`src/pkg/phy_tune_pkg.sv`:
```
/*
 * Constants, field layout and carrier types for the lane tuning bank.
 * Assumes a single 100 MHz core clock and dword writes from the
 * EEPROM preload engine and the SMBus/I2C slave.
 */
// Overview of operation
// RL1 - rx detect wait code bits 6:4
// RL2 - sample lane threshold after wait ends
// RL3 - signal detect class bits 21:20 per port
// RL4 - receiver equalization bits 25:22 per port
// RL5 - bit 30 selects full or half swing
// RL6 - de-emphasis only active at full swing
// RL7 - full swing de-emphasis plus per-channel offset
// RL8 - every channel tuned on its own
// RL9 - exactly one of three amplitude base fields
// RL10 - amplitude codes above 10011 are reserved
// RL11 - software keeps amplitude plus de-emphasis bounded
// RL12 - de-emphasis base fields in first register
// RL13 - de-emphasis base code is five bits
// RL14 - final level is base plus offset
// RL15 - electrical idle latency bits 3:0
// RL16 - preload, later overwrites, continuous drive
package phy_tune_pkg;
	// ----------------------------------------------------------------
	// register offsets
	// ----------------------------------------------------------------
	localparam logic [7:0] OFS_OPMODE = 8'h74;
	localparam logic [7:0] OFS_PHY1 = 8'h78;
	localparam logic [7:0] OFS_PHY2 = 8'h7C;
	// ----------------------------------------------------------------
	// field positions
	// ----------------------------------------------------------------
	localparam int AMP_FULL_MILD_LSB = 16;
	localparam int AMP_FULL_STRONG_LSB = 21;
	localparam int AMP_HALF_LSB = 26;
	localparam int DE_G1_MILD_LSB = 16;
	localparam int DE_G2_MILD_LSB = 21;
	localparam int DE_G2_STRONG_LSB = 26;
	localparam int TXLAT_LSB = 0;
	localparam int RXDET_LSB = 4;
	localparam int SIGDET_LSB = 20;
	localparam int EQ_LSB = 22;
	localparam int SWING_BIT = 30;
	// ----------------------------------------------------------------
	// reset values: recommended classes, mid amplitudes
	// ----------------------------------------------------------------
	localparam logic [31:0] RST_OPMODE = 32'h2210_0000;
	localparam logic [31:0] RST_PHY1 = 32'h2108_0000;
	localparam logic [31:0] RST_PHY2 = 32'h0190_0024;
	localparam logic [5:0] AMP_MAX_CODE = 6'h13;
	// ----------------------------------------------------------------
	// timing
	// ----------------------------------------------------------------
	localparam int CLK_PERIOD_NS = 10;
	localparam int CYC_PER_US = 1000 / CLK_PERIOD_NS;
	localparam logic [5:0] RXDET_US [8] = '{6'h01, 6'h02, 6'h04, 6'h05,
		6'h0A, 6'h14, 6'h28, 6'h32};
	// ----------------------------------------------------------------
	// carriers
	// ----------------------------------------------------------------
	typedef struct packed {
		logic en;
		logic [3:0] port;
		logic [7:0] addr;
		logic [31:0] data;
	} cfg_wr_s;
	typedef struct packed {
		logic halfSwing;
		logic [5:0] ampCode;
		logic ampReserved;
		logic [5:0] deemphCode;
		logic [3:0] eqCode;
		logic [1:0] sigDetCode;
	} lane_ctrl_s;
	typedef enum logic {RD_IDLE, RD_WAIT} rxdet_state_e;
endpackage : phy_tune_pkg

```
`src/hdl/phy_lane_tuning_control.sv`:
```
/*
 * Per-port tuning registers and per-lane decode for the serdes front end,
 * with receiver-detect timing and transmit electrical-idle latency.
 * Assumes the preload engine and SMBus/I2C slave deliver whole dwords,
 * and that lane analog status inputs are synchronous to clk_sys.
 */
`timescale 1ns/1ns
module phy_lane_tuning_control
	import phy_tune_pkg::*;
#(
	parameter int NUM_PORTS = 3,
	parameter int LANES_PER_PORT = 4,
	parameter int CYCLES_PER_US = CYC_PER_US
) (
	input wire logic clk_sys,
	input wire logic rst,
	input wire logic ce,
	input wire cfg_wr_s preloadWr,
	input wire cfg_wr_s smbusWr,
	input wire logic [3:0] smbusRdPort,
	input wire logic [7:0] smbusRdAddr,
	output logic [31:0] smbusRdData,
	input wire logic [NUM_PORTS-1:0] gen2Rate,
	input wire logic [NUM_PORTS-1:0] strongDeemph,
	input wire logic [NUM_PORTS*LANES_PER_PORT-1:0][4:0] ampOffset,
	input wire logic [NUM_PORTS*LANES_PER_PORT-1:0][4:0] deemphOffset,
	input wire logic [NUM_PORTS*LANES_PER_PORT-1:0] rxDetStart,
	input wire logic [NUM_PORTS*LANES_PER_PORT-1:0] laneAboveThr,
	input wire logic [NUM_PORTS*LANES_PER_PORT-1:0] txActive,
	output lane_ctrl_s [NUM_PORTS*LANES_PER_PORT-1:0] laneCtrl,
	output logic [NUM_PORTS*LANES_PER_PORT-1:0] rxPresent,
	output logic [NUM_PORTS*LANES_PER_PORT-1:0] rxDetDone,
	output logic [NUM_PORTS*LANES_PER_PORT-1:0] txElecIdle
);
	localparam int NUM_LANES = NUM_PORTS * LANES_PER_PORT;

	// port index is four bits; wait counter is twenty bits
	if (NUM_PORTS < 1 || NUM_PORTS > 16 || LANES_PER_PORT < 1 ||
		CYCLES_PER_US < 1 || CYCLES_PER_US * 50 >= (1 << 20)) begin : g_chk
		$error("phy_lane_tuning_control: unsupported parameters");
	end

	// ----------------------------------------------------------------
	// register bank
	// ----------------------------------------------------------------
	logic [NUM_PORTS-1:0][31:0] opMode_reg, opMode_next;
	logic [NUM_PORTS-1:0][31:0] phy1_reg, phy1_next;
	logic [NUM_PORTS-1:0][31:0] phy2_reg, phy2_next;
	logic [31:0] rdData_next;
	cfg_wr_s wr;

	// RL16 preload and later overwrites
	// preload wins a same-cycle clash: it only runs right after reset
	always_comb begin
		wr = preloadWr.en ? preloadWr : smbusWr;
		opMode_next = opMode_reg;
		phy1_next = phy1_reg;
		phy2_next = phy2_reg;
		rdData_next = 32'h0000_0000;
		for (int p = 0; p < NUM_PORTS; p++) begin
			if (wr.en && wr.port == 4'(p)) begin
				unique case (wr.addr)
					OFS_OPMODE: opMode_next[p] = wr.data;
					OFS_PHY1: phy1_next[p] = wr.data;
					OFS_PHY2: phy2_next[p] = wr.data;
					default: ;
				endcase
			end
			if (smbusRdPort == 4'(p)) begin
				unique case (smbusRdAddr)
					OFS_OPMODE: rdData_next = opMode_reg[p];
					OFS_PHY1: rdData_next = phy1_reg[p];
					OFS_PHY2: rdData_next = phy2_reg[p];
					default: rdData_next = 32'h0000_0000;
				endcase
			end
		end
	end

	// register update; ce low freezes everything
	always_ff @(posedge clk_sys) begin
		if (rst) begin
			opMode_reg <= {NUM_PORTS{RST_OPMODE}};
			phy1_reg <= {NUM_PORTS{RST_PHY1}};
			phy2_reg <= {NUM_PORTS{RST_PHY2}};
			smbusRdData <= 32'h0000_0000;
		end else if (ce) begin
			opMode_reg <= opMode_next;
			phy1_reg <= phy1_next;
			phy2_reg <= phy2_next;
			smbusRdData <= rdData_next;
		end
	end

	// ----------------------------------------------------------------
	// per-lane decode, receiver detect and idle latency
	// ----------------------------------------------------------------
	for (genvar l = 0; l < NUM_LANES; l++) begin : g_lane
		localparam int P = l / LANES_PER_PORT;
		lane_ctrl_s ctrl_next;
		rxdet_state_e rdState_reg, rdState_next;
		logic [19:0] rdCnt_reg, rdCnt_next;
		logic present_next, done_next;
		logic [3:0] idleCnt_reg, idleCnt_next;
		logic idle_next;
		logic [4:0] ampBase, deBase;
		logic [2:0] rdCode;

		// RL8 per-channel decode of shared port fields
		always_comb begin
			// RL5 swing select
			ctrl_next.halfSwing = phy2_reg[P][SWING_BIT];
			// RL9 exactly one amplitude base field
			if (phy2_reg[P][SWING_BIT])
				ampBase = opMode_reg[P][AMP_HALF_LSB +: 5];
			else if (gen2Rate[P] && strongDeemph[P])
				ampBase = opMode_reg[P][AMP_FULL_STRONG_LSB +: 5];
			else
				ampBase = opMode_reg[P][AMP_FULL_MILD_LSB +: 5];
			// RL12 de-emphasis base by rate and condition
			if (!gen2Rate[P])
				deBase = phy1_reg[P][DE_G1_MILD_LSB +: 5];
			else if (strongDeemph[P])
				deBase = phy1_reg[P][DE_G2_STRONG_LSB +: 5];
			else
				deBase = phy1_reg[P][DE_G2_MILD_LSB +: 5];
			// RL14 base plus offset, one extra bit of headroom
			ctrl_next.ampCode = {1'b0, ampBase} + {1'b0, ampOffset[l]};
			// RL10 codes above the top step are reserved
			ctrl_next.ampReserved = ctrl_next.ampCode > AMP_MAX_CODE;
			// RL6 RL7 RL13 de-emphasis only at full swing
			ctrl_next.deemphCode = phy2_reg[P][SWING_BIT] ? 6'h00 :
				{1'b0, deBase} + {1'b0, deemphOffset[l]};
			// RL4 equalization passed through
			ctrl_next.eqCode = phy2_reg[P][EQ_LSB +: 4];
			// RL3 signal detect class
			ctrl_next.sigDetCode = phy2_reg[P][SIGDET_LSB +: 2];

			// RL1 wait time from the three-bit code
			rdCode = phy2_reg[P][RXDET_LSB +: 3];
			rdState_next = rdState_reg;
			rdCnt_next = rdCnt_reg;
			present_next = rxPresent[l];
			done_next = 1'b0;
			unique case (rdState_reg)
				RD_IDLE: begin
					if (rxDetStart[l]) begin
						rdState_next = RD_WAIT;
						rdCnt_next = 20'(int'(RXDET_US[rdCode]) * CYCLES_PER_US - 1);
					end
				end
				RD_WAIT: begin
					if (rdCnt_reg == 20'h00000) begin
						// RL2 sample the threshold once the wait ends
						rdState_next = RD_IDLE;
						present_next = laneAboveThr[l];
						done_next = 1'b1;
					end else begin
						rdCnt_next = rdCnt_reg - 20'h00001;
					end
				end
			endcase

			// RL15 idle after latency count past last character
			idleCnt_next = idleCnt_reg;
			idle_next = txElecIdle[l];
			if (txActive[l]) begin
				idleCnt_next = phy2_reg[P][TXLAT_LSB +: 4];
				idle_next = 1'b0;
			end else if (idleCnt_reg == 4'h0) begin
				idle_next = 1'b1;
			end else begin
				idleCnt_next = idleCnt_reg - 4'h1;
			end
		end

		// RL16 lane outputs driven continuously from flops
		always_ff @(posedge clk_sys) begin
			if (rst) begin
				laneCtrl[l] <= '0;
				rdState_reg <= RD_IDLE;
				rdCnt_reg <= 20'h00000;
				rxPresent[l] <= 1'b0;
				rxDetDone[l] <= 1'b0;
				idleCnt_reg <= 4'h0;
				txElecIdle[l] <= 1'b1;
			end else if (ce) begin
				laneCtrl[l] <= ctrl_next;
				rdState_reg <= rdState_next;
				rdCnt_reg <= rdCnt_next;
				rxPresent[l] <= present_next;
				rxDetDone[l] <= done_next;
				idleCnt_reg <= idleCnt_next;
				txElecIdle[l] <= idle_next;
			end
		end
	end

	// ----------------------------------------------------------------
	// checks on lane 0 and port 0, plus unmapped reads on any port
	// ----------------------------------------------------------------
	// lane 0 wait length, counted apart from the detect counter
	logic [19:0] waitSeen_reg, waitSeen_next;

	always_comb begin
		waitSeen_next = (g_lane[0].rdState_reg == RD_IDLE) ? 20'h00000 :
			waitSeen_reg + 20'h00001;
	end

	always_ff @(posedge clk_sys) begin
		if (rst) begin
			waitSeen_reg <= 20'h00000;
		end else if (ce) begin
			waitSeen_reg <= waitSeen_next;
		end
	end

	a_half_no_deemph: assert property (@(posedge clk_sys) // RL6
		disable iff (rst || !ce) laneCtrl[0].halfSwing |->
		laneCtrl[0].deemphCode == 6'h00)
		else $error("de-emphasis active at half swing");
	a_amp_reserved: assert property (@(posedge clk_sys) // RL10
		disable iff (rst || !ce)
		laneCtrl[0].ampReserved == (laneCtrl[0].ampCode > AMP_MAX_CODE))
		else $error("amplitude reserved flag wrong");
	a_write_lands: assert property (@(posedge clk_sys) // RL16
		disable iff (rst || !ce) (preloadWr.en && preloadWr.port == 4'h0 &&
		preloadWr.addr == OFS_PHY2) |=> ##1
		laneCtrl[0].eqCode == $past(preloadWr.data[EQ_LSB +: 4], 2))
		else $error("preload write did not reach lane");
	a_rxdet_sample: assert property (@(posedge clk_sys) // RL2
		disable iff (rst || !ce) rxDetDone[0] |->
		rxPresent[0] == $past(laneAboveThr[0]) && !$past(rxDetDone[0]))
		else $error("receiver detect sampled wrongly");
	a_rxdet_wait: assert property (@(posedge clk_sys) // RL1
		disable iff (rst || !ce) rxDetDone[0] |->
		waitSeen_reg == 20'(int'(RXDET_US[phy2_reg[0][RXDET_LSB +: 3]]) *
		CYCLES_PER_US))
		else $error("receiver detect wait length wrong");
	a_eidle_clear: assert property (@(posedge clk_sys) // RL15
		disable iff (rst || !ce) txActive[0] |=> !txElecIdle[0])
		else $error("idle while transmitting");
	a_eidle_lat0: assert property (@(posedge clk_sys) // RL15
		disable iff (rst || !ce) (txActive[0] &&
		phy2_reg[0][TXLAT_LSB +: 4] == 4'h0 ##1 !txActive[0]) |=>
		txElecIdle[0])
		else $error("idle latency zero not honoured");
	a_rd_unmapped: assert property (@(posedge clk_sys) // RL16
		disable iff (rst || !ce) (smbusRdAddr != OFS_OPMODE &&
		smbusRdAddr != OFS_PHY1 && smbusRdAddr != OFS_PHY2) |=>
		smbusRdData == 32'h0000_0000)
		else $error("unmapped read not zero");
endmodule : phy_lane_tuning_control

```
`config.mk`:
```
export PLATFORM = sky130hd
export DESIGN_NAME = phy_lane_tuning_control
export DESIGN_NICKNAME = d
export VERILOG_FILES = /design/src/pkg/phy_tune_pkg.sv /design/src/hdl/phy_lane_tuning_control.sv
export SDC_FILE = /design/constraint.sdc
export NUM_CORES = 2
export LEC_CHECK = 0
export BUFFER_PORTS_ARGS = -buffer_cell sky130_fd_sc_hd__buf_2
export CAP_MARGIN = 20
export CORE_UTILIZATION = 55
export DETAILED_ROUTE_END_ITERATION = 10
export PLACE_DENSITY = 0.79
export SYNTH_ARGS = -nofsm -noshare
export SYNTH_HDL_FRONTEND = slang
export SYNTH_SLANG_ARGS = --single-unit
```
`constraint.sdc`:
```
create_clock -name clk_sys -period 6.35 [get_ports clk_sys]
set_clock_uncertainty 0.05 [all_clocks]
set_input_delay 0.635 -clock clk_sys [delete_from_list [all_inputs] [get_ports clk_sys]]
set_output_delay 0.635 -clock clk_sys [all_outputs]
set_load 0.01 [all_outputs]
```
==> flow_summary.ini <==
[timing]
slew-limit-headroom = 0.219
fin_crit_sh = 0.833
fin_crit_ns = 5.29
final-hold-violation-count = 0
worstMarginPinSlew_ns = 1.14
rsz0062_at_grt = false
slew_violations = 0
setup_viol_count_final = 0
max_freq_mhz = 189
setup_tns_ns = 0

[logic_synthesis]
synth_edf_count = 0
synth.avg_cell_area_um2 = 8.29
ys_seq_elements = 833
dominantRegCellSynth = dfxtp_1
ys_warn_count = 0
postSynthNetCount = 6059
syn_area_mm2 = 0.0459
synthArstFlopShare = 0
ys_seq_area_frac = 0.363
synthCells = 5544
ys_types = 105

[power]
peakVddDrop_v = 0.000205
p_total_mw = 13.3
p_leak_nw = 21.2
p_per_area_mw_per_mm2 = 256

[clock_tree]
clock_latency_ns = 0.70
cts.sinks = 833
cts_tree = yes
ctsHtreeMaxLevel = 3
cts_setup_buffers = 0
cts_resized = 0
cts_root_buf = clkbuf_16
cts_hold_buf = 0
clockBufferDepth = 3
clk_pin_slew_worst_paths_ns = 0.06
cts_buffers = 91

[critical_path]
ff2ff_path_depth = 15
worstPathArrival_ns = 5.81
end_kind = flip-flop
cp_slowest_stage_delay_ns = 0.65
crit_path_top_delay_cell = nor2_2
path_cells = inv_1 -> ha_1 -> nor2_1 -> inv_1 -> ha_1 -> ha_1 -> ha_1 -> inv_1 -> fa_1 -> or3b_1 -> or4_1 -> a21o_1 -> nor2_2 -> nand2_1 -> a21oi_1
path_common_cell = ha_1
cp_data_required_time_ns = 6.87
critPathLaunchType = flip-flop
r2r-start = g_lane[4].rdCode[1]
regToRegEndpoint = g_lane[6].rdCnt_reg[16]
reg2reg_slack_ns = 1.06
worstPathMaxFanout = 14
crit_type = reg2reg

[floorplanning]
start_util = 0.558
io_pins = 575
dieWidth_um = 291
dieArea_mm2 = 0.0847
die_y_um = 291
rows = 105
core_mm2 = 0.0824

[final_layout]
layout-drive-gt1-share = 0.152
seqCellArea_mm2 = 0.0167
post-route-util = 0.631
nFillCells = 6942
nets = 6341
area_growth_pct = 13.2
multi_input_area_mm2 = 0.0266
largest_register_ffs = 240

[min_path]
hold_path_class = in2reg
worstHoldEndpoint = rxPresent[5]
hold_depth = 3
worstHoldStart = laneAboveThr[5]

[detailed_routing]
routed_via_density = 6.37
num_vias = 44544
wl_um = 150000
drt_pass1_iterations = 7
drtIter0Drc = 4418
ant_nets = 0
drc = 0
drt-wirelength-per-cell_um = 21.5

[place]
place_congestion = 0.944
io_buffer_count = 574
hpwl_um = 102000

[outcome]
status = finished, final reports clean

[grt]
grt_max_degree = 196
grt_pass1_vias = 41567
grt.overflow.total = 0
grt_pass1_wl_um = 233000
track_usage = 0.341
antenna_found_initial = 27

[job]
cap_violations = 0
## cell usage in the layout, fill, tap and decap left out, drive strengths merged, types with 39 or more instances in the layout
cell | netlist | layout
a22oi | 152 | 152
inv | 171 | 174
xnor2 | 61 | 61
a21o | 57 | 57
nand3 | 87 | 87
nor2 | 791 | 791
nor2b | 41 | 41
o21ai | 295 | 295
nor4 | 59 | 59
a22o | 86 | 86
a211oi | 352 | 352
a21oi | 336 | 336
buf | 155 | 640
and2 | 40 | 40
mux2 | 39 | 39
dfxtp | 833 | 833
mux2i | 144 | 144
ha | 221 | 221
clkbuf | 296 | 127
o211ai | 42 | 42
nand2 | 347 | 347
nor3 | 154 | 154
o21a | 46 | 46
or3 | 49 | 49
a31oi | 79 | 79
## synthesized netlist by cell type (20+ instances only)
| cell type | instances | area [um2] |
|---|---|---|
| a211oi_1 | 351 | 2640 |
| a21o_1 | 57 | 428 |
| a21oi_1 | 336 | 1680 |
| a221oi_1 | 32 | 280 |
| a222oi_1 | 24 | 240 |
| a22o_1 | 86 | 753 |
| a22oi_1 | 151 | 1130 |
| a31oi_1 | 79 | 494 |
| and2_1 | 37 | 231 |
| and3_1 | 20 | 125 |
| buf_1 | 21 | 78.8 |
| buf_2 | 67 | 335 |
| buf_4 | 66 | 495 |
| clkbuf_1 | 296 | 1110 |
| dfxtp_1 | 833 | 16700 |
| fa_1 | 27 | 541 |
| ha_1 | 221 | 2770 |
| inv_1 | 171 | 642 |
| mux2_2 | 39 | 439 |
| mux2i_1 | 144 | 1440 |
| nand2_1 | 347 | 1300 |
| nand2b_1 | 32 | 200 |
| nand3_1 | 87 | 435 |
| nand4_1 | 30 | 188 |
| nor2_1 | 789 | 2960 |
| nor2b_1 | 41 | 257 |
| nor3_1 | 152 | 761 |
| nor3b_1 | 25 | 188 |
| nor4_1 | 52 | 325 |
| nor4b_1 | 23 | 201 |
| o211ai_1 | 41 | 308 |
| o21a_1 | 46 | 345 |
| o21ai_0 | 286 | 1430 |
| o221ai_1 | 28 | 245 |
| o22ai_1 | 30 | 188 |
| o31ai_1 | 24 | 180 |
| or3_1 | 48 | 300 |
| or4_1 | 30 | 225 |
| xnor2_1 | 61 | 534 |
| xor2_1 | 32 | 280 |
## cells by family (layout without fill, tap and decap cells)
logic type | after synthesis | in the layout | share of synthesized area
AOI/OAI and AO/OA | 1747 | 1747 | 0.260
xor gates and xnor gates | 94 | 94 | 0.0182
adders and majority gates | 248 | 248 | 0.0720
buffers and inverters | 628 | 986 | 0.0587
DFF | 833 | 833 | 0.363
muxes | 183 | 183 | 0.0409
other | 1 | 24 | 0.0000816
and+or+nand+nor | 1810 | 1810 | 0.187
## per-stage QoR
step | setup slack, ns | std cells | area (um2) | hold slack [ns]
4_1_cts | 1.14 | 6972 | 51900 | 0.110
3_3_place_gp | 1.33 | 6800 | 48700 | 0.389
5_1_grt | 0.729 | 6989 | 52000 | 0.160
6_report | 1.06 | 6995 | 52000 | 0.136
2_1_floorplan | 1.80 | 5544 | 45900 | 0.391
3_5_place_dp | 1.18 | 6803 | 48700 | 0.394
## routing by layer
| layer | up-vias | track usage | part of all wire |
|---|---|---|---|
| met4 | 12 | 0.201 | 0.061 |
| met2 | 2175 | 0.555 | 0.46 |
| li1 | 20898 | - | - |
| met1 | 20963 | 0.423 | 0.39 |
| met5 | - | 0 | 0.00053 |
| met3 | 496 | 0.0607 | 0.086 |
## worst max-delay path by stage
stage                         start                       to  slack, ns  depth (start not counted)
6_report        g_lane[4].rdCode[1]  g_lane[6].rdCnt_reg[16]       1.06                         15
5_1_grt         g_lane[4].rdCode[1]  g_lane[6].rdCnt_reg[18]       0.73                         15
4_1_cts         g_lane[4].rdCode[1]  g_lane[6].rdCnt_reg[16]       1.14                         15
3_5_place_dp    g_lane[4].rdCode[1]  g_lane[4].rdCnt_reg[13]       1.18                         15
3_3_place_gp    g_lane[4].rdCode[1]  g_lane[6].rdCnt_reg[17]       1.33                         15
2_1_floorplan  g_lane[10].rdCode[1]  g_lane[9].rdCnt_reg[11]       1.80                         16
## critical path, delay by kind of cell (launching register included)
kind / cells / cell delay (ns)
AND/OR/NAND/NOR: 5 / 1.96
flip-flops: 1 / 0.55
AO/OA/AOI/OAI: 2 / 0.44
buffers and inverters: 3 / 0.39
adder cells (fa/ha/maj): 5 / 1.76
## report_power, final
group          total [mW]  internal, mW  switching (mW)
sequential           5.65          5.43           0.218
clock                5.64          3.31            2.34
combinational        2.01         0.746            1.27
total                13.3          9.48            3.82
## area by class of cell
| type | count | share of cell area |
|---|---|---|
| Multi-Input combinational cell | 4083 | 0.512 |
| Sequential cell | 833 | 0.321 |
| Timing Repair Buffer | 640 | 0.0664 |
| Clock buffer | 127 | 0.0485 |
| Tap cell | 1070 | 0.0257 |
| Clock inverter | 42 | 0.0130 |
| Inverter | 177 | 0.0129 |
| Antenna cell | 23 | 0.00111 |
Power figures use the tool's default switching activity.
